==> src/shared/hlbc_pkg.sv <==
// constants and types for the haptic loop and brake control block
// assumes a single 100 MHz system clock shared by all users of this package
package hlbc_pkg;
   // ==========================================================
   // register map
   localparam logic [7:0] HLBC_ADDR_LOOP = 8'h08;
   localparam logic [7:0] HLBC_ADDR_SUPPLY = 8'h09;
   localparam logic [7:0] HLBC_LOOP_RST = 8'h88;
   localparam logic [7:0] HLBC_SUPPLY_RST = 8'h00;
   localparam logic [7:0] HLBC_RDATA_NONE = 8'h00;
   // ==========================================================
   // field positions of the loop register
   localparam int HLBC_ACT_LRA_BIT = 7;
   localparam int HLBC_OPEN_BIT = 6;
   localparam int HLBC_HYBRID_BIT = 5;
   localparam int HLBC_OLBRK_BIT = 4;
   localparam int HLBC_IDLEBRK_BIT = 3;
   localparam int HLBC_SLOPE_BIT = 2;
   // ==========================================================
   // field positions of the supply register
   localparam int HLBC_SAG_LSB = 6;
   localparam int HLBC_SAG_MSB = 7;
   localparam int HLBC_UV_LSB = 0;
   localparam int HLBC_UV_MSB = 2;
   // ==========================================================
   // step-size gate threshold on sample magnitude change
   localparam logic [8:0] HLBC_STEP_THRESH = 9'h020;
   // ==========================================================
   // timing
   localparam int HLBC_CLK_PERIOD_NS = 10;
   localparam int HLBC_BRAKE_MAX_NS = 10000;
   localparam logic [9:0] HLBC_BRAKE_MAX_CYC = 10'(HLBC_BRAKE_MAX_NS / HLBC_CLK_PERIOD_NS);
   // ==========================================================
   // standby sequencer states
   typedef enum logic [1:0] {HLBC_S_RUN, HLBC_S_CHECK, HLBC_S_BRAKE, HLBC_S_STBY} hlbc_stby_state_t;
endpackage

==> src/verilog/hlbc_idle_brake.sv <==
// standby entry sequencer with optional brake-before-idle
// assumes idle_req, moving and wake come from logic on sys_clk
module hlbc_idle_brake (
   input wire logic sys_clk, // system clock
   input wire logic rst_n, // async reset, active low
   input wire logic ce, // clock enable
   input wire logic brake_en, // brake before idle enabled
   input wire logic playing, // waveform is playing
   input wire logic moving, // actuator motion detected
   input wire logic idle_req, // go-to-standby request pulse
   input wire logic wake, // leave standby
   output logic brake_q, // standby brake active
   output logic standby_q // device in standby
);
   import hlbc_pkg::*;

   hlbc_stby_state_t state_q, state_d;
   logic [9:0] cnt_q, cnt_d;

   // ==========================================================
   // next state
   always_comb begin
      state_d = state_q;
      cnt_d = cnt_q;
      case (state_q)
         HLBC_S_RUN: begin
            cnt_d = 10'h000;
            if (idle_req) begin
               if (brake_en && playing) begin
                  state_d = HLBC_S_CHECK;
               end else begin
                  state_d = HLBC_S_STBY;
               end
            end
         end
         HLBC_S_CHECK: begin
            // brake only a moving actuator
            state_d = moving ? HLBC_S_BRAKE : HLBC_S_STBY;
         end
         HLBC_S_BRAKE: begin
            // capped so a stuck motion sensor cannot hold off standby
            cnt_d = cnt_q + 10'h001;
            if (!moving || cnt_q >= HLBC_BRAKE_MAX_CYC - 10'h001) begin
               state_d = HLBC_S_STBY;
            end
         end
         HLBC_S_STBY: begin
            if (wake) begin
               state_d = HLBC_S_RUN;
            end
         end
         default: state_d = HLBC_S_RUN;
      endcase
   end

   always_ff @(posedge sys_clk or negedge rst_n) begin
      if (!rst_n) begin
         state_q <= HLBC_S_RUN;
         cnt_q <= 10'h000;
         brake_q <= 1'b0;
         standby_q <= 1'b0;
      end else if (ce) begin
         state_q <= state_d;
         cnt_q <= cnt_d;
         brake_q <= (state_d == HLBC_S_BRAKE);
         standby_q <= (state_d == HLBC_S_STBY);
      end
   end
endmodule

==> src/verilog/hlbc_top.sv <==
// haptic loop and brake control: config registers and loop selection
// assumes a byte register port behind the serial interface, on sys_clk
module hlbc_top (
   input wire logic sys_clk, // system clock, 100 MHz
   input wire logic rst_n, // async reset, active low
   input wire logic ce, // clock enable, freezes all state
   input wire logic [7:0] reg_addr, // register address
   input wire logic [7:0] reg_wdata, // register write data
   input wire logic reg_wr, // register write strobe
   input wire logic reg_rd, // register read strobe
   output logic [7:0] reg_rdata_q, // register read data
   input wire logic sample_valid, // new sample to play
   input wire logic signed [7:0] sample_data, // signed sample value
   input wire logic playing, // waveform playing
   input wire logic actuator_moving, // motion detected
   input wire logic idle_timer_expired, // idle timer standby request
   input wire logic trigger_irq_pin, // trigger pin level, asynchronous
   input wire logic trig_level_mode, // trigger pin in level-enable mode
   input wire logic wake_req, // leave standby
   output logic actuator_lra_q, // actuator type select
   output logic loop_closed_q, // drive loop closed for current sample
   output logic hybrid_q, // hybrid closed loop active
   output logic sample_brake_q, // active brake for current sample
   output logic [1:0] supply_sag_clamp_en_q, // supply protection level enable
   output logic [2:0] undervoltage_cutoff_sel_q, // undervoltage threshold select
   output logic idle_brake_q, // braking before standby
   output logic standby_q // in standby
);
   import hlbc_pkg::*;

   logic [7:0] loop_cfg_q, loop_cfg_d;
   logic [7:0] supply_cfg_q, supply_cfg_d;
   logic [7:0] rdata_d;
   logic loop_wr_seen_q, loop_wr_seen_d;
   logic open_sel, hybrid_sel, olbrk_en, slope_en;
   logic loop_closed_d, hybrid_d, sample_brake_d;
   logic signed [7:0] prev_sample_q, prev_sample_d;
   logic signed [8:0] step_diff;
   logic [8:0] step_mag;
   logic step_large;
   logic pin_meta_q, pin_sync_q, pin_prev_q;
   logic idle_req;

   // ==========================================================
   // register port
   assign open_sel = loop_cfg_q[HLBC_OPEN_BIT];
   assign hybrid_sel = loop_cfg_q[HLBC_HYBRID_BIT];
   assign olbrk_en = loop_cfg_q[HLBC_OLBRK_BIT];
   assign slope_en = loop_cfg_q[HLBC_SLOPE_BIT];

   always_comb begin
      loop_cfg_d = loop_cfg_q;
      supply_cfg_d = supply_cfg_q;
      loop_wr_seen_d = loop_wr_seen_q;
      rdata_d = reg_rdata_q;
      if (reg_wr && reg_addr == HLBC_ADDR_LOOP) begin
         // reserved bits are plain read/write storage
         loop_cfg_d = reg_wdata;
         loop_wr_seen_d = 1'b1;
      end
      if (reg_wr && reg_addr == HLBC_ADDR_SUPPLY) begin
         supply_cfg_d = reg_wdata;
      end
      if (reg_rd) begin
         case (reg_addr)
            HLBC_ADDR_LOOP: rdata_d = loop_cfg_q;
            HLBC_ADDR_SUPPLY: rdata_d = supply_cfg_q;
            default: rdata_d = HLBC_RDATA_NONE;
         endcase
      end
   end

   always_ff @(posedge sys_clk or negedge rst_n) begin
      if (!rst_n) begin
         loop_cfg_q <= HLBC_LOOP_RST;
         supply_cfg_q <= HLBC_SUPPLY_RST;
         loop_wr_seen_q <= 1'b0;
         reg_rdata_q <= HLBC_RDATA_NONE;
      end else if (ce) begin
         loop_cfg_q <= loop_cfg_d;
         supply_cfg_q <= supply_cfg_d;
         loop_wr_seen_q <= loop_wr_seen_d;
         reg_rdata_q <= rdata_d;
      end
   end

   // ==========================================================
   // per-sample loop selection
   // step measured against the previous sample, not the played level
   assign step_diff = {sample_data[7], sample_data} - {prev_sample_q[7], prev_sample_q};
   assign step_mag = step_diff[8] ? 9'(-step_diff) : 9'(step_diff);
   assign step_large = (step_mag >= HLBC_STEP_THRESH);

   always_comb begin
      loop_closed_d = loop_closed_q;
      hybrid_d = hybrid_q;
      sample_brake_d = sample_brake_q;
      prev_sample_d = prev_sample_q;
      if (sample_valid) begin
         prev_sample_d = sample_data;
         sample_brake_d = 1'b0;
         hybrid_d = 1'b0;
         if (open_sel) begin
            // calibration is the host's duty before setting olbrk_en
            if (olbrk_en && sample_data <= 8'sh00) begin
               loop_closed_d = 1'b1;
               sample_brake_d = 1'b1;
            end else begin
               loop_closed_d = 1'b0;
            end
         end else if (hybrid_sel) begin
            hybrid_d = 1'b1;
            loop_closed_d = slope_en ? step_large : 1'b1;
         end else begin
            loop_closed_d = 1'b1;
         end
      end
   end

   always_ff @(posedge sys_clk or negedge rst_n) begin
      if (!rst_n) begin
         loop_closed_q <= 1'b1;
         hybrid_q <= 1'b0;
         sample_brake_q <= 1'b0;
         prev_sample_q <= 8'sh00;
      end else if (ce) begin
         loop_closed_q <= loop_closed_d;
         hybrid_q <= hybrid_d;
         sample_brake_q <= sample_brake_d;
         prev_sample_q <= prev_sample_d;
      end
   end

   // ==========================================================
   // config outputs
   always_ff @(posedge sys_clk or negedge rst_n) begin
      if (!rst_n) begin
         actuator_lra_q <= HLBC_LOOP_RST[HLBC_ACT_LRA_BIT];
         supply_sag_clamp_en_q <= HLBC_SUPPLY_RST[HLBC_SAG_MSB:HLBC_SAG_LSB];
         undervoltage_cutoff_sel_q <= HLBC_SUPPLY_RST[HLBC_UV_MSB:HLBC_UV_LSB];
      end else if (ce) begin
         actuator_lra_q <= loop_cfg_d[HLBC_ACT_LRA_BIT];
         supply_sag_clamp_en_q <= supply_cfg_d[HLBC_SAG_MSB:HLBC_SAG_LSB];
         undervoltage_cutoff_sel_q <= supply_cfg_d[HLBC_UV_MSB:HLBC_UV_LSB];
      end
   end

   // ==========================================================
   // standby requests: timer, or trigger pin released in level mode
   always_ff @(posedge sys_clk or negedge rst_n) begin
      if (!rst_n) begin
         pin_meta_q <= 1'b0;
         pin_sync_q <= 1'b0;
         pin_prev_q <= 1'b0;
      end else if (ce) begin
         pin_meta_q <= trigger_irq_pin;
         pin_sync_q <= pin_meta_q;
         pin_prev_q <= pin_sync_q;
      end
   end

   assign idle_req = idle_timer_expired || (trig_level_mode && pin_prev_q && !pin_sync_q);

   hlbc_idle_brake u_idle (
      .sys_clk(sys_clk),
      .rst_n(rst_n),
      .ce(ce),
      .brake_en(loop_cfg_q[HLBC_IDLEBRK_BIT]),
      .playing(playing),
      .moving(actuator_moving),
      .idle_req(idle_req),
      .wake(wake_req),
      .brake_q(idle_brake_q),
      .standby_q(standby_q)
   );
endmodule

==> config.mk <==
export PLATFORM = sky130hd
export DESIGN_NAME = hlbc_top
export DESIGN_NICKNAME = d
export VERILOG_FILES = /design/src/shared/hlbc_pkg.sv /design/src/verilog/hlbc_idle_brake.sv /design/src/verilog/hlbc_top.sv
export SDC_FILE = /design/constraint.sdc
export NUM_CORES = 1
export LEC_CHECK = 0
export BUFFER_PORTS_ARGS = -buffer_cell sky130_fd_sc_hd__buf_2
export CAP_MARGIN = 20
export CORE_MARGIN = 2
export CORE_UTILIZATION = 28
export DETAILED_ROUTE_END_ITERATION = 8
export SYNTH_ARGS = -nofsm -noshare
export SYNTH_HDL_FRONTEND = slang
export SYNTH_SLANG_ARGS = --single-unit
export TNS_END_PERCENT = 1
==> constraint.sdc <==
create_clock -name sys_clk -period 2.3 [get_ports sys_clk]
set_clock_uncertainty 0.2 [all_clocks]
set_input_delay 0.46 -clock sys_clk [delete_from_list [all_inputs] [get_ports sys_clk]]
set_output_delay 0.46 -clock sys_clk [all_outputs]
set_load 0.02 [all_outputs]
==> results of run 1 <==
sequential cells by signal, indices dropped and copies added, names as in the netlist:
| signal | count |
|---|---|
| supply_cfg_q | 8 |
| u_idle.state_q | 2 |
| loop_closed_q | 1 |
| reg_rdata_q | 8 |
| u_idle.standby_q | 1 |
| pin_sync_q | 1 |
| pin_meta_q | 1 |
| loop_cfg_q | 8 |
| prev_sample_q | 8 |
| u_idle.cnt_q | 10 |
| sample_brake_q | 1 |
| hybrid_q | 1 |
| pin_prev_q | 1 |
| u_idle.brake_q | 1 |
worst max path at each step:
stage                     slack [ns]                   endpoint                         start  depth (start not counted)
after global placement         -0.48  loop_closed_q$_DFFE_PN1P_                sample_data[0]                         11
after global routing           -0.32  loop_closed_q$_DFFE_PN1P_  prev_sample_q[0]$_DFFE_PN0P_                          9
after detailed placement       -0.50  loop_closed_q$_DFFE_PN1P_                sample_data[0]                         11
final                          -0.23  loop_closed_q$_DFFE_PN1P_  prev_sample_q[0]$_DFFE_PN0P_                          9
after CTS                      -0.22  loop_closed_q$_DFFE_PN1P_  prev_sample_q[0]$_DFFE_PN0P_                          9
after floorplan                -0.29  loop_closed_q$_DFFE_PN1P_                sample_data[0]                         10
power by group through the flow:
stage / Sequential, mW / Combinational [mW] / Clock, mW
floorplan: 1.06 / 0.354 / 0
global placement: 1.07 / 0.545 / 0
detailed placement: 1.07 / 0.556 / 0
CTS: 1.06 / 0.559 / 0.593
global route: 1.07 / 0.633 / 0.625
finish: 1.05 / 0.564 / 0.562
cell type report:
cell class | count | area (um2) | share of cell area, %
multi-input combinational | 179 | 1350 | 39.2
sequential | 52 | 1310 | 38.0
timing repair buffer | 79 | 473 | 13.8
tap | 133 | 166 | 4.84
clock buffer | 5 | 68.8 | 2.00
inverter | 14 | 52.6 | 1.53
clock inverter | 3 | 25.0 | 0.728
through the flow:
step	setup TNS, ns	power [mW]	utilization [%]
after detailed placement	-0.498	1.63	34.4
after global placement	-0.478	1.62	34.4
after CTS	-0.219	2.21	35.5
final	-0.233	2.18	35.7
after global routing	-0.318	2.33	35.7
after floorplan	-0.286	1.42	-
cell usage in the layout, fill, tap and decap left out, types with 3 or more instances in the layout:
cell type   n
a21oi_1     3
a22oi_1     8
and3_1      6
buf_2      54
buf_4      23
clkbuf_8    5
dfrtp_1    49
dfstp_2     3
ha_1        9
inv_1      13
mux2_2     27
nand2_1    26
nand2b_1    3
nand3_1     9
nor2_1     13
nor3_1      6
o21ai_0    19
xnor2_1     3
xor2_1      4
timing repair:
action                     CTS  global route
hold buffers                 1             0
hold endpoints to repair    20             0
resized for setup            0             3
setup endpoints to repair    1             1
worst max-delay path: stages, from the launching register on:
cell	delay, ns
dfrtp_1	0.37
ha_2	0.18
inv_2	0.04
fa_2	0.35
a21o_2	0.21
nor4b_2	0.20
mux2i_1	0.10
o22ai_1	0.18
mux2_2	0.35
o311a_1	0.28
metal layers:
| layer | track usage [%] | vias up | part of all wire (%) |
|---|---|---|---|
| met2 | 21.3 | 37 | 49 |
| met3 | 3.12 | 4 | 4.2 |
| met1 | 15.3 | 1037 | 46 |
| met5 | 0 | - | 0 |
| li1 | - | 1078 | - |
| met4 | 2.73 | 0 | 0.73 |
kinds of logic (layout without fill, tap and decap cells):
family                   count (synthesis)  in the layout  synth area share [%]
AND/OR/NAND/NOR                         77             77                  13.8
AO/OA/AOI/OAI                           55             55                  15.0
flip-flops                              52             52                  47.4
multiplexers                            29             29                  11.8
buffers and inverters                   27            101                  4.46
adder cells (fa/ha/maj)                 11             11                  5.28
XOR/XNOR                                 7              7                  2.23
==> run_summary.xml, run 1 <==
<?xml version="1.0" encoding="UTF-8"?>
<metrics>
  <group name="detailed_routing">
    <metric name="drc" unit="">0</metric>
    <metric name="drt-pass1-iter-count" unit="">4</metric>
    <metric name="final_antenna_net_count" unit="">0</metric>
    <metric name="finalWirelength" unit="um">6030</metric>
    <metric name="number_of_vias_in_the_routed_layout" unit="">2156</metric>
    <metric name="viasPerCell" unit="">4.64</metric>
    <metric name="wire_per_inst" unit="um">13.0</metric>
    <metric name="iter_0_drt_violations" unit="">76</metric>
  </group>
  <group name="pwr">
    <metric name="p_comb_share" unit="%">25.9</metric>
    <metric name="power_switching" unit="mW">0.684</metric>
    <metric name="p_seq_share" unit="%">48.3</metric>
    <metric name="p_clk_share" unit="%">25.8</metric>
    <metric name="p_int" unit="mW">1.50</metric>
    <metric name="p_sw_share" unit="%">31.4</metric>
    <metric name="power.density" unit="nW/um2">635</metric>
    <metric name="total_leakage_power" unit="nW">1.70</metric>
    <metric name="vdd_ir_drop_max" unit="uV">272</metric>
  </group>
  <group name="sta">
    <metric name="setup_viol_count_final" unit="">1</metric>
    <metric name="finalWorstPathRequiredPeriod" unit="ns">2.53</metric>
    <metric name="setup_repair_after_global_routing_missed_its_margin" unit="">true</metric>
    <metric name="timing_hold_violations_final" unit="">0</metric>
    <metric name="max_freq" unit="MHz">395</metric>
    <metric name="timing.max_slew.rel_slack" unit="%">64.1</metric>
    <metric name="period_utilization" unit="%">110</metric>
    <metric name="hold_ws" unit="ns">0.177</metric>
    <metric name="report.final.slew_viol_count" unit="">0</metric>
    <metric name="finalWorstSetupSlack" unit="ns">-0.233</metric>
    <metric name="tightest_slew" unit="ns">0.538</metric>
  </group>
  <group name="floorplan">
    <metric name="die_width" unit="um">103</metric>
    <metric name="vert_die_dim" unit="um">103</metric>
    <metric name="num_rows" unit="">36</metric>
    <metric name="initial_standard_cell_utilization_of_the_core" unit="%">28.5</metric>
    <metric name="die_area" unit="um2">10600</metric>
    <metric name="io_pins" unit="">55</metric>
    <metric name="placeableCoreArea" unit="um2">9640</metric>
  </group>
  <group name="clocking">
    <metric name="tritoncts" unit="">done</metric>
    <metric name="cts.sinks" unit="">52</metric>
    <metric name="clk_pin_slew_worst_paths" unit="ns">0.11</metric>
    <metric name="clock_latency" unit="ns">0.31</metric>
    <metric name="cts_root_buf" unit="">clkbuf_8</metric>
    <metric name="maximum_clock_insertion_buffer_count" unit="">2</metric>
    <metric name="cts-htree-levels" unit="">2</metric>
    <metric name="numCtsBuffers" unit="">5</metric>
    <metric name="post_cts_buffers" unit="">0</metric>
  </group>
  <group name="yosys">
    <metric name="synthesis.nets" unit="">305</metric>
    <metric name="synth_common_cells" unit="">dfrtp_1 (49), mux2_2 (27), nand2_1 (26), o21ai_0 (19), inv_1 (14)</metric>
    <metric name="synth-async-reset-ratio" unit="%">100</metric>
    <metric name="netlist.top_cell.by_area" unit="">dfrtp_1</metric>
    <metric name="number_of_enable_flip_flop_cells_after_synthesis" unit="">0</metric>
    <metric name="average_instance_area_after_synthesis" unit="um2">10.7</metric>
    <metric name="synth_area_leaders" unit="">dfrtp_1 (45%), mux2_2 (11%), ha_1 (4.5%)</metric>
    <metric name="share_of_synthesized_area_occupied_by_flip_flops_and_latches" unit="%">47.4</metric>
    <metric name="cell_count_after_synthesis" unit="">258</metric>
    <metric name="ys_seq_elements" unit="">52</metric>
    <metric name="most_frequent_cell_after_synthesis" unit="">dfrtp_1</metric>
    <metric name="share_of_the_synthesized_area_in_the_top_cell_type" unit="%">44.6</metric>
    <metric name="mappedNetlistArea" unit="um2">2750</metric>
    <metric name="synth_warnings" unit="">0</metric>
    <metric name="synthDistinctLibCells" unit="">49</metric>
    <metric name="ys_flop_type" unit="">dfrtp_1</metric>
  </group>
  <group name="worst_setup_path">
    <metric name="crit_required" unit="ns">2.35</metric>
    <metric name="critPathLaunchType" unit="">flip-flop</metric>
    <metric name="r2r_cells" unit="">9</metric>
    <metric name="arrival" unit="ns">2.58</metric>
    <metric name="timing.critical_path.to_type" unit="">flip-flop</metric>
    <metric name="timing.rr.end" unit="">loop_closed_q$_DFFE_PN1P_</metric>
    <metric name="reg2reg_from" unit="">prev_sample_q[0]$_DFFE_PN0P_</metric>
    <metric name="crit_fanout" unit="">3</metric>
    <metric name="internal_reg_to_reg_setup_slack" unit="ns">-0.23</metric>
    <metric name="timing.setup.critical_path_class" unit="">reg2reg</metric>
  </group>
  <group name="cells_and_area">
    <metric name="layout.cells.non_filler" unit="">465</metric>
    <metric name="final_instance_area" unit="um2">3440</metric>
    <metric name="area_delta_synth_final" unit="%">24.9</metric>
    <metric name="fillerInstances" unit="">1006</metric>
    <metric name="post_route_cells_drive_above_1_share" unit="%">37.7</metric>
    <metric name="finish.net_count" unit="">378</metric>
    <metric name="antennaDiodeCount" unit="">0</metric>
  </group>
  <group name="placed_design">
    <metric name="postPlaceCellArea" unit="um2">3320</metric>
    <metric name="dpl.cell_count" unit="">456</metric>
    <metric name="port-buffer-count" unit="">54</metric>
    <metric name="hpwl" unit="um">4690</metric>
    <metric name="gp_routability_congestion" unit="">0.820</metric>
    <metric name="place_worst_setup_slack" unit="ns">-0.498</metric>
  </group>
  <group name="status">
    <metric name="outcome" unit="">complete, but fails checks</metric>
    <metric name="failed_checks" unit="">negative setup slack</metric>
  </group>
  <group name="hold_path">
    <metric name="hp-start" unit="">trigger_irq_pin</metric>
    <metric name="worstHoldPathType" unit="">in2reg</metric>
    <metric name="min_delay_path_depth" unit="">2</metric>
    <metric name="whs_endpoint" unit="">pin_meta_q$_DFFE_PN0P_</metric>
  </group>
  <group name="grt">
    <metric name="antenna_found_initial" unit="">0</metric>
    <metric name="track_usage" unit="%">12.3</metric>
    <metric name="first_global_vias" unit="">2221</metric>
    <metric name="global_route_wire_length_before_repair" unit="um">10300</metric>
    <metric name="gr-total-overflow" unit="">0</metric>
    <metric name="largest_net_degree_at_the_start_of_global_routing" unit="">24</metric>
  </group>
  <group name="run">
    <metric name="max-cap-violations" unit="">0</metric>
  </group>
</metrics>
Note: power is estimated with default switching activity, not from simulation.
==> run 2, diff against run 1 <==
--- a/config.mk
+++ b/config.mk
@@ -10,6 +10,7 @@
 export CORE_MARGIN = 2
 export CORE_UTILIZATION = 28
 export DETAILED_ROUTE_END_ITERATION = 8
+export HOLD_SLACK_MARGIN = 0.12
 export SYNTH_ARGS = -nofsm -noshare
 export SYNTH_HDL_FRONTEND = slang
 export SYNTH_SLANG_ARGS = --single-unit
==> constraint.sdc (replaced) <==
create_clock -name sys_clk -period 2.4 [get_ports sys_clk]
set_clock_uncertainty 0.2 [all_clocks]
set_input_delay 0.48 -clock sys_clk [delete_from_list [all_inputs] [get_ports sys_clk]]
set_output_delay 0.48 -clock sys_clk [all_outputs]
set_load 0.02 [all_outputs]
==> run 2 against run 1 <==
Sequential cell count unchanged. Maximum frequency decreased by 1.3%. The run still ends with negative setup slack left. Sequential share of layout area increased by 0.11 points. Combinational power decreased by 5.3%. Setup slack improved by 0.067 ns. Largest cell class unchanged. Highest routed layer unchanged. Worst hold slack improved by 0.019 ns. Sequential power decreased by 4%. Clock-buffer cell count unchanged.
==> run_summary.xml, run 2 (synthesized netlist as in run 1, its figures left out) <==
<?xml version="1.0" encoding="UTF-8"?>
<metrics>
  <group name="cells_and_area">
    <metric name="ff_latch_area" unit="um2">1310</metric>
    <metric name="finish.net_count" unit="">378</metric>
    <metric name="layout_common_cells" unit="">buf_2 (54), dfrtp_1 (49), mux2_2 (27)</metric>
    <metric name="top_register" unit="">u_idle.cnt_q</metric>
    <metric name="layout_commonest_cell" unit="">buf_2</metric>
    <metric name="largest_register_ff_count" unit="">10</metric>
    <metric name="post_route_cells_drive_above_1_share" unit="%">37.0</metric>
    <metric name="fillerInstances" unit="">1010</metric>
    <metric name="multi_input_comb_area" unit="um2">1330</metric>
    <metric name="area_delta_synth_final" unit="%">24.6</metric>
    <metric name="antennaDiodeCount" unit="">0</metric>
  </group>
  <group name="sta">
    <metric name="finalWorstSetupSlack" unit="ns">-0.166</metric>
    <metric name="timing.max_slew.rel_slack" unit="%">69.8</metric>
    <metric name="finalWorstPathRequiredPeriod" unit="ns">2.57</metric>
    <metric name="period_utilization" unit="%">107</metric>
    <metric name="max_freq" unit="MHz">390</metric>
    <metric name="timing_hold_violations_final" unit="">0</metric>
    <metric name="report.final.slew_viol_count" unit="">0</metric>
    <metric name="tightest_slew" unit="ns">0.452</metric>
    <metric name="setup-tns-final" unit="ns">-0.166</metric>
    <metric name="hold_ws" unit="ns">0.195</metric>
    <metric name="setup_repair_after_global_routing_missed_its_margin" unit="">true</metric>
    <metric name="setup_viol_count_final" unit="">1</metric>
  </group>
  <group name="grt">
    <metric name="track_usage" unit="%">12.2</metric>
    <metric name="largest_net_degree_at_the_start_of_global_routing" unit="">53</metric>
    <metric name="gr-total-overflow" unit="">0</metric>
    <metric name="first_global_vias" unit="">2160</metric>
    <metric name="global_route_wire_length_before_repair" unit="um">10200</metric>
    <metric name="antenna_found_initial" unit="">0</metric>
  </group>
  <group name="worst_setup_path">
    <metric name="crit_chain" unit="">ha_1 &gt; inv_1 &gt; fa_2 &gt; a21o_2 &gt; nor4b_2 &gt; mux2i_1 &gt; o22ai_1 &gt; mux2_2 &gt; o311a_1</metric>
    <metric name="critPathLaunchType" unit="">flip-flop</metric>
    <metric name="crit_fanout" unit="">3</metric>
    <metric name="timing.setup.critical_path_class" unit="">reg2reg</metric>
    <metric name="arrival" unit="ns">2.62</metric>
    <metric name="cpLargestDelayFamily" unit="">compound AO/OA/AOI/OAI gates</metric>
    <metric name="critical_path.endpoint" unit="">loop_closed_q$_DFFE_PN1P_</metric>
    <metric name="worst_path_largest_cell_delay" unit="ns">0.37</metric>
    <metric name="crit_required" unit="ns">2.45</metric>
    <metric name="cp_num_buf_inv" unit="">1</metric>
    <metric name="slowest_stage" unit="">dfrtp_1</metric>
    <metric name="r2r_cells" unit="">9</metric>
    <metric name="reg2reg_from" unit="">prev_sample_q[0]$_DFFE_PN0P_</metric>
    <metric name="timing.rr.end" unit="">loop_closed_q$_DFFE_PN1P_</metric>
    <metric name="timing.critical_path.to_type" unit="">flip-flop</metric>
    <metric name="worstSetupStartpoint" unit="">prev_sample_q[0]$_DFFE_PN0P_</metric>
    <metric name="internal_reg_to_reg_setup_slack" unit="ns">-0.17</metric>
    <metric name="timing.critical_path.depth" unit="">9</metric>
  </group>
  <group name="floorplan">
    <metric name="die_area" unit="um2">10600</metric>
    <metric name="initial_standard_cell_utilization_of_the_core" unit="%">28.5</metric>
    <metric name="vert_die_dim" unit="um">103</metric>
    <metric name="io_pins" unit="">55</metric>
    <metric name="placeableCoreArea" unit="um2">9640</metric>
    <metric name="die_width" unit="um">103</metric>
    <metric name="num_rows" unit="">36</metric>
  </group>
  <group name="detailed_routing">
    <metric name="drc" unit="">0</metric>
    <metric name="wire_per_inst" unit="um">12.9</metric>
    <metric name="finalWirelength" unit="um">5990</metric>
    <metric name="viasPerCell" unit="">4.59</metric>
    <metric name="drt-pass1-iter-count" unit="">4</metric>
    <metric name="final_antenna_net_count" unit="">0</metric>
    <metric name="number_of_vias_in_the_routed_layout" unit="">2133</metric>
    <metric name="iter_0_drt_violations" unit="">61</metric>
  </group>
  <group name="clocking">
    <metric name="tritoncts" unit="">done</metric>
    <metric name="ctsResizeCount" unit="">0</metric>
    <metric name="clock_latency" unit="ns">0.31</metric>
    <metric name="maximum_clock_insertion_buffer_count" unit="">2</metric>
    <metric name="post_cts_buffers" unit="">0</metric>
    <metric name="cts_root_buf" unit="">clkbuf_8</metric>
    <metric name="numCtsBuffers" unit="">5</metric>
    <metric name="cts.sinks" unit="">52</metric>
    <metric name="clk_pin_slew_worst_paths" unit="ns">0.11</metric>
    <metric name="cts-htree-levels" unit="">2</metric>
  </group>
  <group name="pwr">
    <metric name="vdd_ir_drop_max" unit="uV">270</metric>
    <metric name="fin_total_pwr" unit="mW">2.09</metric>
    <metric name="p_comb_share" unit="%">25.6</metric>
    <metric name="p_sw_share" unit="%">31.2</metric>
    <metric name="power_switching" unit="mW">0.652</metric>
    <metric name="p_int" unit="mW">1.44</metric>
    <metric name="p_clk_share" unit="%">26.1</metric>
    <metric name="p_seq_share" unit="%">48.4</metric>
    <metric name="total_leakage_power" unit="nW">1.71</metric>
    <metric name="power.density" unit="nW/um2">609</metric>
  </group>
  <group name="hold_path">
    <metric name="worstHoldPathType" unit="">in2reg</metric>
    <metric name="hp-start" unit="">trigger_irq_pin</metric>
    <metric name="min_delay_path_depth" unit="">2</metric>
  </group>
  <group name="placed_design">
    <metric name="hpwl" unit="um">4660</metric>
    <metric name="gp_routability_congestion" unit="">0.838</metric>
    <metric name="port-buffer-count" unit="">54</metric>
  </group>
  <group name="status">
    <metric name="failed_checks" unit="">negative setup slack</metric>
    <metric name="outcome" unit="">complete, but fails checks</metric>
  </group>
  <group name="run">
    <metric name="max-cap-violations" unit="">0</metric>
  </group>
</metrics>
run 2: routing by layer:
layer,wire length (um),global-route usage (%),up-vias
met1,2780,15.8,1021
li1,-,-,1069
met3,235,3.05,8
met5,0,0,-
met4,112,3.95,0
met2,2860,20.1,35
run 2: how the worst min path moves through the flow:
stage,endpoint,slack [ns]
6_report,pin_meta_q$_DFFE_PN0P_,0.20
2_1_floorplan,hybrid_q$_DFFE_PN0P_,-0.02
3_5_place_dp,reg_rdata_q[5]$_DFFE_PN0P_,0.27
3_3_place_gp,reg_rdata_q[5]$_DFFE_PN0P_,0.26
4_1_cts,pin_meta_q$_DFFE_PN0P_,0.18
5_1_grt,pin_meta_q$_DFFE_PN0P_,0.18
run 2: stage by stage:
step                cell area [um2]  cells  setup slack [ns]  utilization, %
finish                         3430    465            -0.166            35.6
global route                   3430    465            -0.278            35.6
CTS                            3430    465            -0.188            35.6
detailed placement             3320    456            -0.483            34.4
global placement               3320    456            -0.394            34.4
floorplan                      2760    258            -0.206               -
run 2: power by group through the flow:
stage	sequential, mW	combinational, mW	clock (mW)
global placement	1.03	0.522	0
global route	1.03	0.601	0.612
detailed placement	1.03	0.536	0
CTS	1.01	0.539	0.581
floorplan	1.02	0.339	0
finish	1.01	0.534	0.544
run 2: layout make-up:
type / count / share of cell area (%)
tap: 133 / 4.86
multi-input combinational: 179 / 38.9
clock buffer: 5 / 2.01
sequential: 52 / 38.1
clock inverter: 3 / 0.840
inverter: 14 / 1.53
timing repair buffer: 79 / 13.8
run 2: timing repair:
| action | CTS | global route |
|---|---|---|
| setup endpoints to repair | 1 | 1 |
| endpoints found under the hold margin | 49 | 0 |
| hold buffers | 1 | 0 |
